File: config.mk
export PLATFORM = sky130hd
export DESIGN_NAME = tps_top
export DESIGN_NICKNAME = d
export VERILOG_FILES = /design/src/tps_pkg.sv /design/src/tps_abort_info.sv /design/src/tps_event_filter.sv /design/src/tps_top.sv
export SDC_FILE = /design/constraint.sdc
export NUM_CORES = 2
export LEC_CHECK = 0
export BUFFER_PORTS_ARGS = -buffer_cell sky130_fd_sc_hd__buf_2
export CORE_AREA = 5 5 378 380
export CTS_BUF_LIST = sky130_fd_sc_hd__clkbuf_16
export DETAILED_ROUTE_END_ITERATION = 10
export DIE_AREA = 0 0 383 385
export SETUP_SLACK_MARGIN = 0.3
export SLEW_MARGIN = 20
export SYNTH_ARGS = -nofsm -noshare
export SYNTH_HDL_FRONTEND = slang
export SYNTH_HIERARCHICAL = 1
export SYNTH_SLANG_ARGS = --single-unit
File: constraint.sdc
create_clock -name CLK_SYS -period 3.4 [get_ports CLK_SYS]
set_clock_uncertainty 0.1 [all_clocks]
set_input_delay 0 -clock CLK_SYS [delete_from_list [all_inputs] [get_ports CLK_SYS]]
set_output_delay 0 -clock CLK_SYS [all_outputs]
set_load 0.02 [all_outputs]
File: src/tps_pkg.sv
// Shared constants and types for transaction-aware precise sampling
package tps_pkg;

	// ==========================================================
	// Event select layout
	localparam int EVSEL_W         = 64;
	localparam int EVSEL_CODE_LSB  = 0;
	localparam int EVSEL_UMASK_LSB = 8;
	localparam int EVSEL_IN_TXN    = 32;
	localparam int EVSEL_EXCL_ABT  = 33;

	// ==========================================================
	// Counters and pointers
	localparam int NUM_CTR = 4;
	localparam int CTR_W   = 48;
	localparam int IP_W    = 64;

	// ==========================================================
	// Abort event encodings
	localparam logic [7:0] EV_ELIDED_ABORT     = 8'hC8;
	localparam logic [7:0] EV_RESTRICTED_ABORT = 8'hC9;
	localparam logic [7:0] UMASK_ABORTED       = 8'h04;

	// ==========================================================
	// Record field offsets
	localparam logic [11:0] REC_OFF_NEXT_IP = 12'h008;
	localparam logic [11:0] REC_OFF_TRIGGER = 12'h0B0;
	localparam logic [11:0] REC_OFF_ABORT   = 12'h0B8;

	// ==========================================================
	// Abort-information word layout
	localparam int AI_CYC_MSB   = 31;
	localparam int AI_ELIDED    = 32;
	localparam int AI_RESTRICT  = 33;
	localparam int AI_INSTR     = 34;
	localparam int AI_NON_INSTR = 35;
	localparam int AI_RETRY     = 36;
	localparam int AI_CONFLICT  = 37;
	localparam int AI_CAP_WR    = 38;
	localparam int AI_CAP_RD    = 39;
	localparam int AI_RSVD_LSB  = 40;

	localparam logic [31:0] CYC_RESET = 32'h0000_0000;

	typedef struct packed {
		logic restricted;
		logic instr_related;
		logic retry;
		logic conflict;
		logic cap_wr;
		logic cap_rd;
	} tps_abort_cause_t;

	typedef struct packed {
		logic [IP_W-1:0] next_ip;
		logic [IP_W-1:0] trigger_ip;
		logic [63:0]     abort_info;
		logic            abort_only;
	} tps_record_t;

endpackage : tps_pkg

File: src/tps_abort_info.sv
// Abort-information word builder
`timescale 1ns/1ps
module tps_abort_info
	import tps_pkg::*;
(
	input  wire logic             clk,
	input  wire logic             rst_n,
	input  wire logic             in_txn,
	input  wire logic             txn_begin,
	input  wire logic             txn_commit,
	input  wire logic             txn_abort,
	input  tps_abort_cause_t      cause,
	output logic           [63:0] word
);

	logic [31:0] run_r;
	logic [31:0] run_nxt;
	logic [63:0] word_r;
	logic [63:0] word_nxt;

	assign run_nxt = txn_begin ? 32'h0000_0001 :
	                 in_txn    ? run_r + 32'h0000_0001 : run_r;

	// ==========================================================
	// Word assembly, upper bits forced to zero
	always_comb
	begin
		word_nxt = word_r;
		if (txn_commit || txn_abort)
		begin
			word_nxt                 = '0;
			word_nxt[AI_CYC_MSB:0]   = run_nxt;
		end
		if (txn_abort)
		begin
			word_nxt[AI_ELIDED]    = !cause.restricted;
			word_nxt[AI_RESTRICT]  = cause.restricted;
			word_nxt[AI_INSTR]     = cause.instr_related;
			word_nxt[AI_NON_INSTR] = !cause.instr_related;
			word_nxt[AI_RETRY]     = cause.retry;
			word_nxt[AI_CONFLICT]  = cause.conflict;
			word_nxt[AI_CAP_WR]    = cause.cap_wr;
			word_nxt[AI_CAP_RD]    = cause.cap_rd;
		end
	end

	assign word = word_r;

	always_ff @(posedge clk or negedge rst_n)
	begin
		if (!rst_n)
		begin
			run_r  <= CYC_RESET;
			word_r <= '0;
		end
		else
		begin
			run_r  <= run_nxt;
			word_r <= word_nxt;
		end
	end

endmodule : tps_abort_info

File: src/tps_event_filter.sv
// One counter with transactional filtering and abort checkpoint
`timescale 1ns/1ps
module tps_event_filter
	import tps_pkg::*;
#(
	parameter int W = CTR_W
)(
	input  wire logic         clk,
	input  wire logic         rst_n,
	input  wire logic         cfg_in_txn,
	input  wire logic         cfg_excl,
	input  wire logic         ev,
	input  wire logic         in_txn,
	input  wire logic         txn_begin,
	input  wire logic         txn_abort,
	input  wire logic         wr,
	input  wire logic [W-1:0] wdata,
	output logic      [W-1:0] count,
	output logic              ovf
);

	logic [W-1:0] count_r;
	logic [W-1:0] count_nxt;
	logic [W-1:0] ckpt_r;
	logic         pass;
	logic         restore;

	// ==========================================================
	// Filtering
	assign pass    = ev && (!cfg_in_txn || in_txn);
	assign restore = cfg_excl && txn_abort;
	assign ovf     = pass && !restore && !wr && (&count_r);
	assign count   = count_r;

	assign count_nxt = wr      ? wdata :
	                   restore ? ckpt_r :
	                   pass    ? count_r + W'(1) : count_r;

	// ==========================================================
	// State
	always_ff @(posedge clk or negedge rst_n)
	begin
		if (!rst_n)
		begin
			count_r <= '0;
			ckpt_r  <= '0;
		end
		else
		begin
			count_r <= count_nxt;
			if (txn_begin)
				ckpt_r <= wr ? wdata : count_r;
		end
	end

endmodule : tps_event_filter

File: src/tps_top.sv
// Transaction-aware counting and precise sample record builder
`timescale 1ns/1ps
module tps_top
	import tps_pkg::*;
#(
	parameter int N  = NUM_CTR,
	parameter int CW = CTR_W
)(
	input  wire logic                          CLK_SYS,
	input  wire logic                          RESET_N,
	input  wire logic [N-1:0][EVSEL_W-1:0]     EVENT_SELECT,
	input  wire logic [N-1:0]                  PRECISE_EN,
	input  wire logic [N-1:0]                  CTR_WR,
	input  wire logic [CW-1:0]                 CTR_WDATA,
	input  wire logic                          RET_VALID,
	input  wire logic [7:0]                    RET_EVT_CODE,
	input  wire logic [7:0]                    RET_EVT_UMASK,
	input  wire logic [IP_W-1:0]               RETIRE_IP,
	input  wire logic [IP_W-1:0]               NEXT_IP,
	input  wire logic                          TXN_ACTIVE,
	input  wire logic                          TXN_BEGIN,
	input  wire logic                          TXN_COMMIT,
	input  wire logic                          TXN_ABORT,
	input  tps_pkg::tps_abort_cause_t          TXN_ABORT_CAUSE,
	input  wire logic [IP_W-1:0]               TXN_RESUME_IP,
	output logic      [N-1:0][CW-1:0]          COUNT,
	output logic                               TXN_ABORT_REQ,
	output logic                               REDIRECT_VALID,
	output logic      [IP_W-1:0]               REDIRECT_IP,
	output logic                               REC_VALID,
	output tps_pkg::tps_record_t               REC
);

	// ==========================================================
	// Types and signals
	typedef enum logic [1:0] {
		S_IDLE,
		S_ABORT_WAIT,
		S_EMIT
	} tps_state_t;

	tps_state_t      state_r;
	tps_state_t      state_nxt;
	logic [IP_W-1:0] next_ip_r;
	logic [IP_W-1:0] next_ip_nxt;
	logic [IP_W-1:0] trig_r;
	logic [IP_W-1:0] trig_nxt;
	logic            abort_only_r;
	logic            abort_only_nxt;
	logic            redir_r;
	logic [IP_W-1:0] redir_ip_r;
	logic [N-1:0]    ev_hit;
	logic [N-1:0]    ovf;
	logic            pend;
	logic [7:0]      abort_code;
	logic [63:0]     ai_word;
	logic            idle;

	// ==========================================================
	// Event decode
	function automatic logic ev_match(
		input logic [EVSEL_W-1:0] sel,
		input logic [7:0]         code,
		input logic [7:0]         umask
	);
		ev_match = (sel[EVSEL_CODE_LSB +: 8] == code)
		        && (sel[EVSEL_UMASK_LSB +: 8] == umask);
	endfunction : ev_match

	// Aborts appear as retired events of their own kind
	assign abort_code = TXN_ABORT_CAUSE.restricted ?
	                    EV_RESTRICTED_ABORT : EV_ELIDED_ABORT;

	// ==========================================================
	// Counters
	generate
		for (genvar i = 0; i < N; i++)
		begin : g_ctr
			assign ev_hit[i] =
				(RET_VALID && ev_match(EVENT_SELECT[i],
				 RET_EVT_CODE, RET_EVT_UMASK))
				|| (TXN_ABORT && ev_match(EVENT_SELECT[i],
				 abort_code, UMASK_ABORTED));

			tps_event_filter #(
				.W (CW)
			) u_flt (
				.clk        (CLK_SYS),
				.rst_n      (RESET_N),
				.cfg_in_txn (EVENT_SELECT[i][EVSEL_IN_TXN]),
				.cfg_excl   (EVENT_SELECT[i][EVSEL_EXCL_ABT]),
				.ev         (ev_hit[i]),
				.in_txn     (TXN_ACTIVE),
				.txn_begin  (TXN_BEGIN),
				.txn_abort  (TXN_ABORT),
				.wr         (CTR_WR[i]),
				.wdata      (CTR_WDATA),
				.count      (COUNT[i]),
				.ovf        (ovf[i])
			);
		end
	endgenerate

	// ==========================================================
	// Abort information
	tps_abort_info u_ai (
		.clk        (CLK_SYS),
		.rst_n      (RESET_N),
		.in_txn     (TXN_ACTIVE),
		.txn_begin  (TXN_BEGIN),
		.txn_commit (TXN_COMMIT),
		.txn_abort  (TXN_ABORT),
		.cause      (TXN_ABORT_CAUSE),
		.word       (ai_word)
	);

	// ==========================================================
	// Sample sequencing
	assign pend = |(ovf & PRECISE_EN);
	assign idle = (state_r == S_IDLE);

	always_comb
	begin
		state_nxt      = state_r;
		next_ip_nxt    = next_ip_r;
		trig_nxt       = trig_r;
		abort_only_nxt = abort_only_r;
		case (state_r)
			S_IDLE:
			begin
				if (pend)
				begin
					trig_nxt       = RETIRE_IP;
					next_ip_nxt    = NEXT_IP;
					abort_only_nxt = 1'b0;
					if (TXN_ABORT)
					begin
						// Abort-event overflow lands after the abort
						next_ip_nxt    = TXN_RESUME_IP;
						abort_only_nxt = 1'b1;
						state_nxt      = S_EMIT;
					end
					else if (TXN_ACTIVE)
						state_nxt = S_ABORT_WAIT;
					else
						state_nxt = S_EMIT;
				end
			end
			S_ABORT_WAIT:
			begin
				if (TXN_ABORT)
				begin
					next_ip_nxt    = TXN_RESUME_IP;
					abort_only_nxt = 1'b1;
					state_nxt      = S_EMIT;
				end
				else if (TXN_COMMIT)
					state_nxt = S_EMIT;
			end
			S_EMIT:
				state_nxt = S_IDLE;
			default:
				state_nxt = S_IDLE;
		endcase
	end

	always_ff @(posedge CLK_SYS or negedge RESET_N)
	begin
		if (!RESET_N)
		begin
			state_r      <= S_IDLE;
			next_ip_r    <= '0;
			trig_r       <= '0;
			abort_only_r <= 1'b0;
		end
		else
		begin
			state_r      <= state_nxt;
			next_ip_r    <= next_ip_nxt;
			trig_r       <= trig_nxt;
			abort_only_r <= abort_only_nxt;
		end
	end

	// ==========================================================
	// Abort redirect
	always_ff @(posedge CLK_SYS or negedge RESET_N)
	begin
		if (!RESET_N)
		begin
			redir_r    <= 1'b0;
			redir_ip_r <= '0;
		end
		else
		begin
			redir_r <= TXN_ABORT;
			if (TXN_ABORT)
				redir_ip_r <= TXN_RESUME_IP;
		end
	end

	// ==========================================================
	// Outputs
	assign TXN_ABORT_REQ  = (state_r == S_ABORT_WAIT);
	assign REDIRECT_VALID = redir_r;
	assign REDIRECT_IP    = redir_ip_r;
	assign REC_VALID      = (state_r == S_EMIT);
	assign REC.next_ip    = next_ip_r;
	assign REC.trigger_ip = trig_r;
	assign REC.abort_info = ai_word;
	assign REC.abort_only = abort_only_r;

	logic [CW-1:0] hv_ckpt;
	logic          hv_ok;

	always_ff @(posedge CLK_SYS or negedge RESET_N)
	begin
		if (!RESET_N)
		begin
			hv_ckpt <= '0;
			hv_ok   <= 1'b0;
		end
		else if (TXN_BEGIN)
		begin
			hv_ckpt <= COUNT[2];
			hv_ok   <= !CTR_WR[2];
		end
		else if (CTR_WR[2])
			hv_ok <= 1'b0;
	end
endmodule : tps_top

==> summary.txt <==
Outcome
  – Status: finished clean

Finish
  – Area growth, synth to finish: 37.2%
  – Most frequent cells in the layout: buf_2 (769), dfrtp_1 (631), nor2_1 (436), nand2_1 (395), dlygate4sd3_1 (378)
  – Most common cell after layout, fill and taps aside: buf_2
  – # fillers: 13,800
  – Share of cells above drive strength 1: 25.8%
  – Total Nets Final: 5,690
  – Fin cells: 7,036

Worst setup path
  – Critical path class: flip-flop to flip-flop
  – Crit start category: flip-flop
  – Critical path peak fanout: 13
  – Required @ worst endpoint: 3.90 ns
  – Worst setup EP type: flip-flop
  – Worst EP arrival: 3.53 ns
  – Worst r2r dst: next_ip_r[38]
  – FF-to-FF Start: g_ctr[3].u_flt/count[10]
  – Reg2Reg Setup Slack: 0.37 ns
  – FF-to-FF path depth: 13

STA
  – Final Hold Fails: 0
  – Worst-Margin Slew: 1.01 ns
  – Final setup fails: 0
  – Rel. slew slack: 32.3%
  – Final Critical Period: 3.03 ns
  – Slew Viols, Final: 0
  – Fmax: 330 MHz
  – Tcrit/Tclk final: 89.2%
  – RSZ-0062 raised after global routing: false

Synth
  – Mapped cell area: 36,500 um2
  – Yosys cell types: 94
  – EDFF count, synth: 0
  – Syn_area_per_cell: 9.22 um2
  – Asr flop ratio synth: 100%
  – Synth warnings: 6
  – #FFs+latches synth: 652
  – Top FF cell, synth: dfrtp_1
  – Gate Count Post-Synth: 3,961
  – Register area share after synthesis: 44.7%

Floorplanning
  – IO Count: 985
  – DIE AREA: 147,000 um2
  – Initial Utilization: 26.3%
  – Total core area: 139,000 um2
  – Die Width: 383 um
  – Die Height: 385 um
  – Row count: 137

Drt
  – DRC Markers: 0
  – Drt wl/cell: 28.3 um
  – Met1 WL: 85,300 um
  – Vias: 38,400
  – Met2 wire len: 80,000 um
  – Vias per cell: 5.46
  – Drt pass-1 iters: 6
  – Iter 0 DRT Violations: 4,108
  – Met3 Routed Length: 22,800 um
  – Max layer used: met5
  – DRT Wirelength: 199,000 um
  – Antenna Violating Nets Remaining: 0

Power and ir drop
  – Internal: 0.0154 W
  – Switching Share: 33.5%
  – Pwr Total: 0.0232 W
  – Switching power: 0.00778 W
  – Reg power frac: 39.2%
  – Gate power share: 22.4%
  – Leak: 22.2 nW
  – Clock group share of total power: 38.4%
  – Peak VDD IR: 0.413 mV
  – Cell Pwr Density: 463 nW/um2

Min path
  – Hold Path Depth: 3
  – HP Class: input pin to flip-flop
  – Hold endpoint: trig_r[10]
  – HP Start: RETIRE_IP[10]

CTS
  – Clock Sinks: 652
  – Max clock buf depth: 3
  – CTS tree: done
  – Register clock-pin slew on the reported worst setup and hold paths: 0.06 ns
  – Depth of the CTS H-tree: 3
  – Clock root buffer: clkbuf_16
  – Worst-skew pair later-pin latency: 0.70 ns
  – Total CTS buffers: 83

Placed design
  – DP Wirelength: 148,000 um
  – Buffers on Ports: 776
  – Cells after DPL: 6,481
  – RePlAce Congestion: 0.966

Global routing
  – Grt total ovfl: 0
  – Tot GR Track Use: 25.9%
  – Initial antenna violation count: 62
  – Largest net degree at the start of global routing: 201
  – Vias in the first global route: 36,400
  – First-pass GRT wire length: 277,000 um

Run
  – Max-cap violations: 0
-- worst max-delay path by stage --
stage | from | end | slack, ns | cells after the start
global placement | RET_EVT_CODE[6] | trig_r[3] | -0.48 | 15
finish | g_ctr[3].u_flt/count[10] | next_ip_r[38] | 0.37 | 13
CTS | g_ctr[3].u_flt/count[20] | trig_r[10] | 0.31 | 10
global route | RET_EVT_UMASK[3] | next_ip_r[16] | 0.28 | 18
detailed placement | RET_EVT_CODE[6] | trig_r[26] | -0.52 | 15
floorplan | TXN_ABORT | trig_r[25] | 0.30 | 16
-- area by class of cell --
cell class,instances,area (um2),share of cell area [%]
Multi-Input combinational cell,2994,19000,37.8
Sequential cell,652,16300,32.6
Timing Repair Buffer,1389,9760,19.5
Tap cell,1807,2260,4.51
Clock buffer,86,2150,4.29
Clock inverter,62,503,1.00
Inverter,32,120,0.240
Antenna cell,14,35.0,0.0699
-- what timing repair did --
item | CTS | global route
hold endpoints to repair | 921 | 0
pin swaps | 6 | 12
hold buffers | 379 | 0
resized for setup | 30 | 40
setup buffers | 5 | 8
setup endpoints to repair | 130 | 88
gates cloned | 0 | 1
-- state kept, by name (all words and copies together) (netlist names), 2 cells and up --
name,flops
REDIRECT_IP,64
g_ctr.u_flt/ckpt_r,192
g_ctr.u_flt/count,192
next_ip_r,64
state_r,2
trig_r,64
u_ai/run_r,32
u_ai/word,40
-- worst max-delay path, stage by stage, from the launching register on --
cell and delay [ns]:
dfrtp_2 0.44, and4_1 0.26, and4_4 0.28, nand2_2 0.10, nor4_4 0.33, buf_4 0.18
a22oi_2 0.09, buf_4 0.18, a311oi_4 0.23, buf_12 0.17, buf_12 0.15, buf_4 0.21
nor2_1 0.06, a21oi_1 0.14
-- cells in the mapped netlist (12+ instances only) --
cell type	count	area, um2
o221ai_1	23	201
inv_1	29	109
mux2_1	38	428
and2_1	31	194
dfrtp_1	652	16300
a2bb2oi_1	46	403
mux2i_1	179	1790
or3_1	45	282
a22oi_1	54	405
o211ai_1	21	158
buf_6	13	146
nand2_1	400	1500
o22ai_1	14	87.6
clkbuf_1	186	698
nand4_1	81	507
a211oi_1	38	285
nor2b_1	12	75.1
or4_1	30	225
nor4_1	53	332
and4_1	42	368
o311ai_0	29	254
and3_1	42	263
nand2b_1	53	332
a22o_1	16	140
buf_1	32	120
xor2_1	100	876
o31ai_1	48	360
a31oi_1	110	688
a311oi_1	14	123
nor3_1	69	345
a21oi_1	327	1640
buf_4	40	300
o21ai_0	143	716
nor2_1	437	1640
mux2_2	97	1090
nand3_1	144	721
xnor2_1	47	412
buf_2	32	160
-- cell families after synthesis --
family / synth area share (%)
multiplexers: 9.07
flip-flops: 44.7
adder cells (fa/ha/maj): 0.171
buffers and inverters: 4.28
XOR/XNOR: 3.52
other: 0.0103
AND/OR/NAND/NOR: 20.9
AO/OA/AOI/OAI: 17.4
-- power by group through the flow --
| stage | Sequential, W | Combinational (W) | Clock (W) |
|---|---|---|---|
| floorplan | 0.00966 | 0.00185 | 0 |
| global placement | 0.00917 | 0.00465 | 0 |
| detailed placement | 0.00919 | 0.00470 | 0 |
| CTS | 0.00906 | 0.00512 | 0.00909 |
| global route | 0.00917 | 0.00555 | 0.00937 |
| finish | 0.00910 | 0.00519 | 0.00891 |
-- per-stage QoR --
step | cell area (um2) | setup WS [ns] | setup TNS [ns] | hold slack [ns] | utilization [%]
6_report | 50100 | 0.368 | 0 | 0.0771 | 36.1
3_3_place_gp | 43300 | -0.477 | -34.79 | 0.0972 | 31.2
3_5_place_dp | 43300 | -0.524 | -40.16 | 0.0981 | 31.2
4_1_cts | 49900 | 0.309 | 0 | 0.00380 | 35.9
5_1_grt | 50100 | 0.281 | 0 | 0.0389 | 36.1
2_1_floorplan | 36700 | 0.302 | 0 | -0.396 | -
-- layer usage --
layer  global-route usage, %  vias to the layer above
met4                    11.5                       26
met1                    35.7                    19000
li1                        -                    16900
met5                       0                        -
met3                    9.25                      414
met2                    36.2                     2018
(Power assumes the default switching activity.)
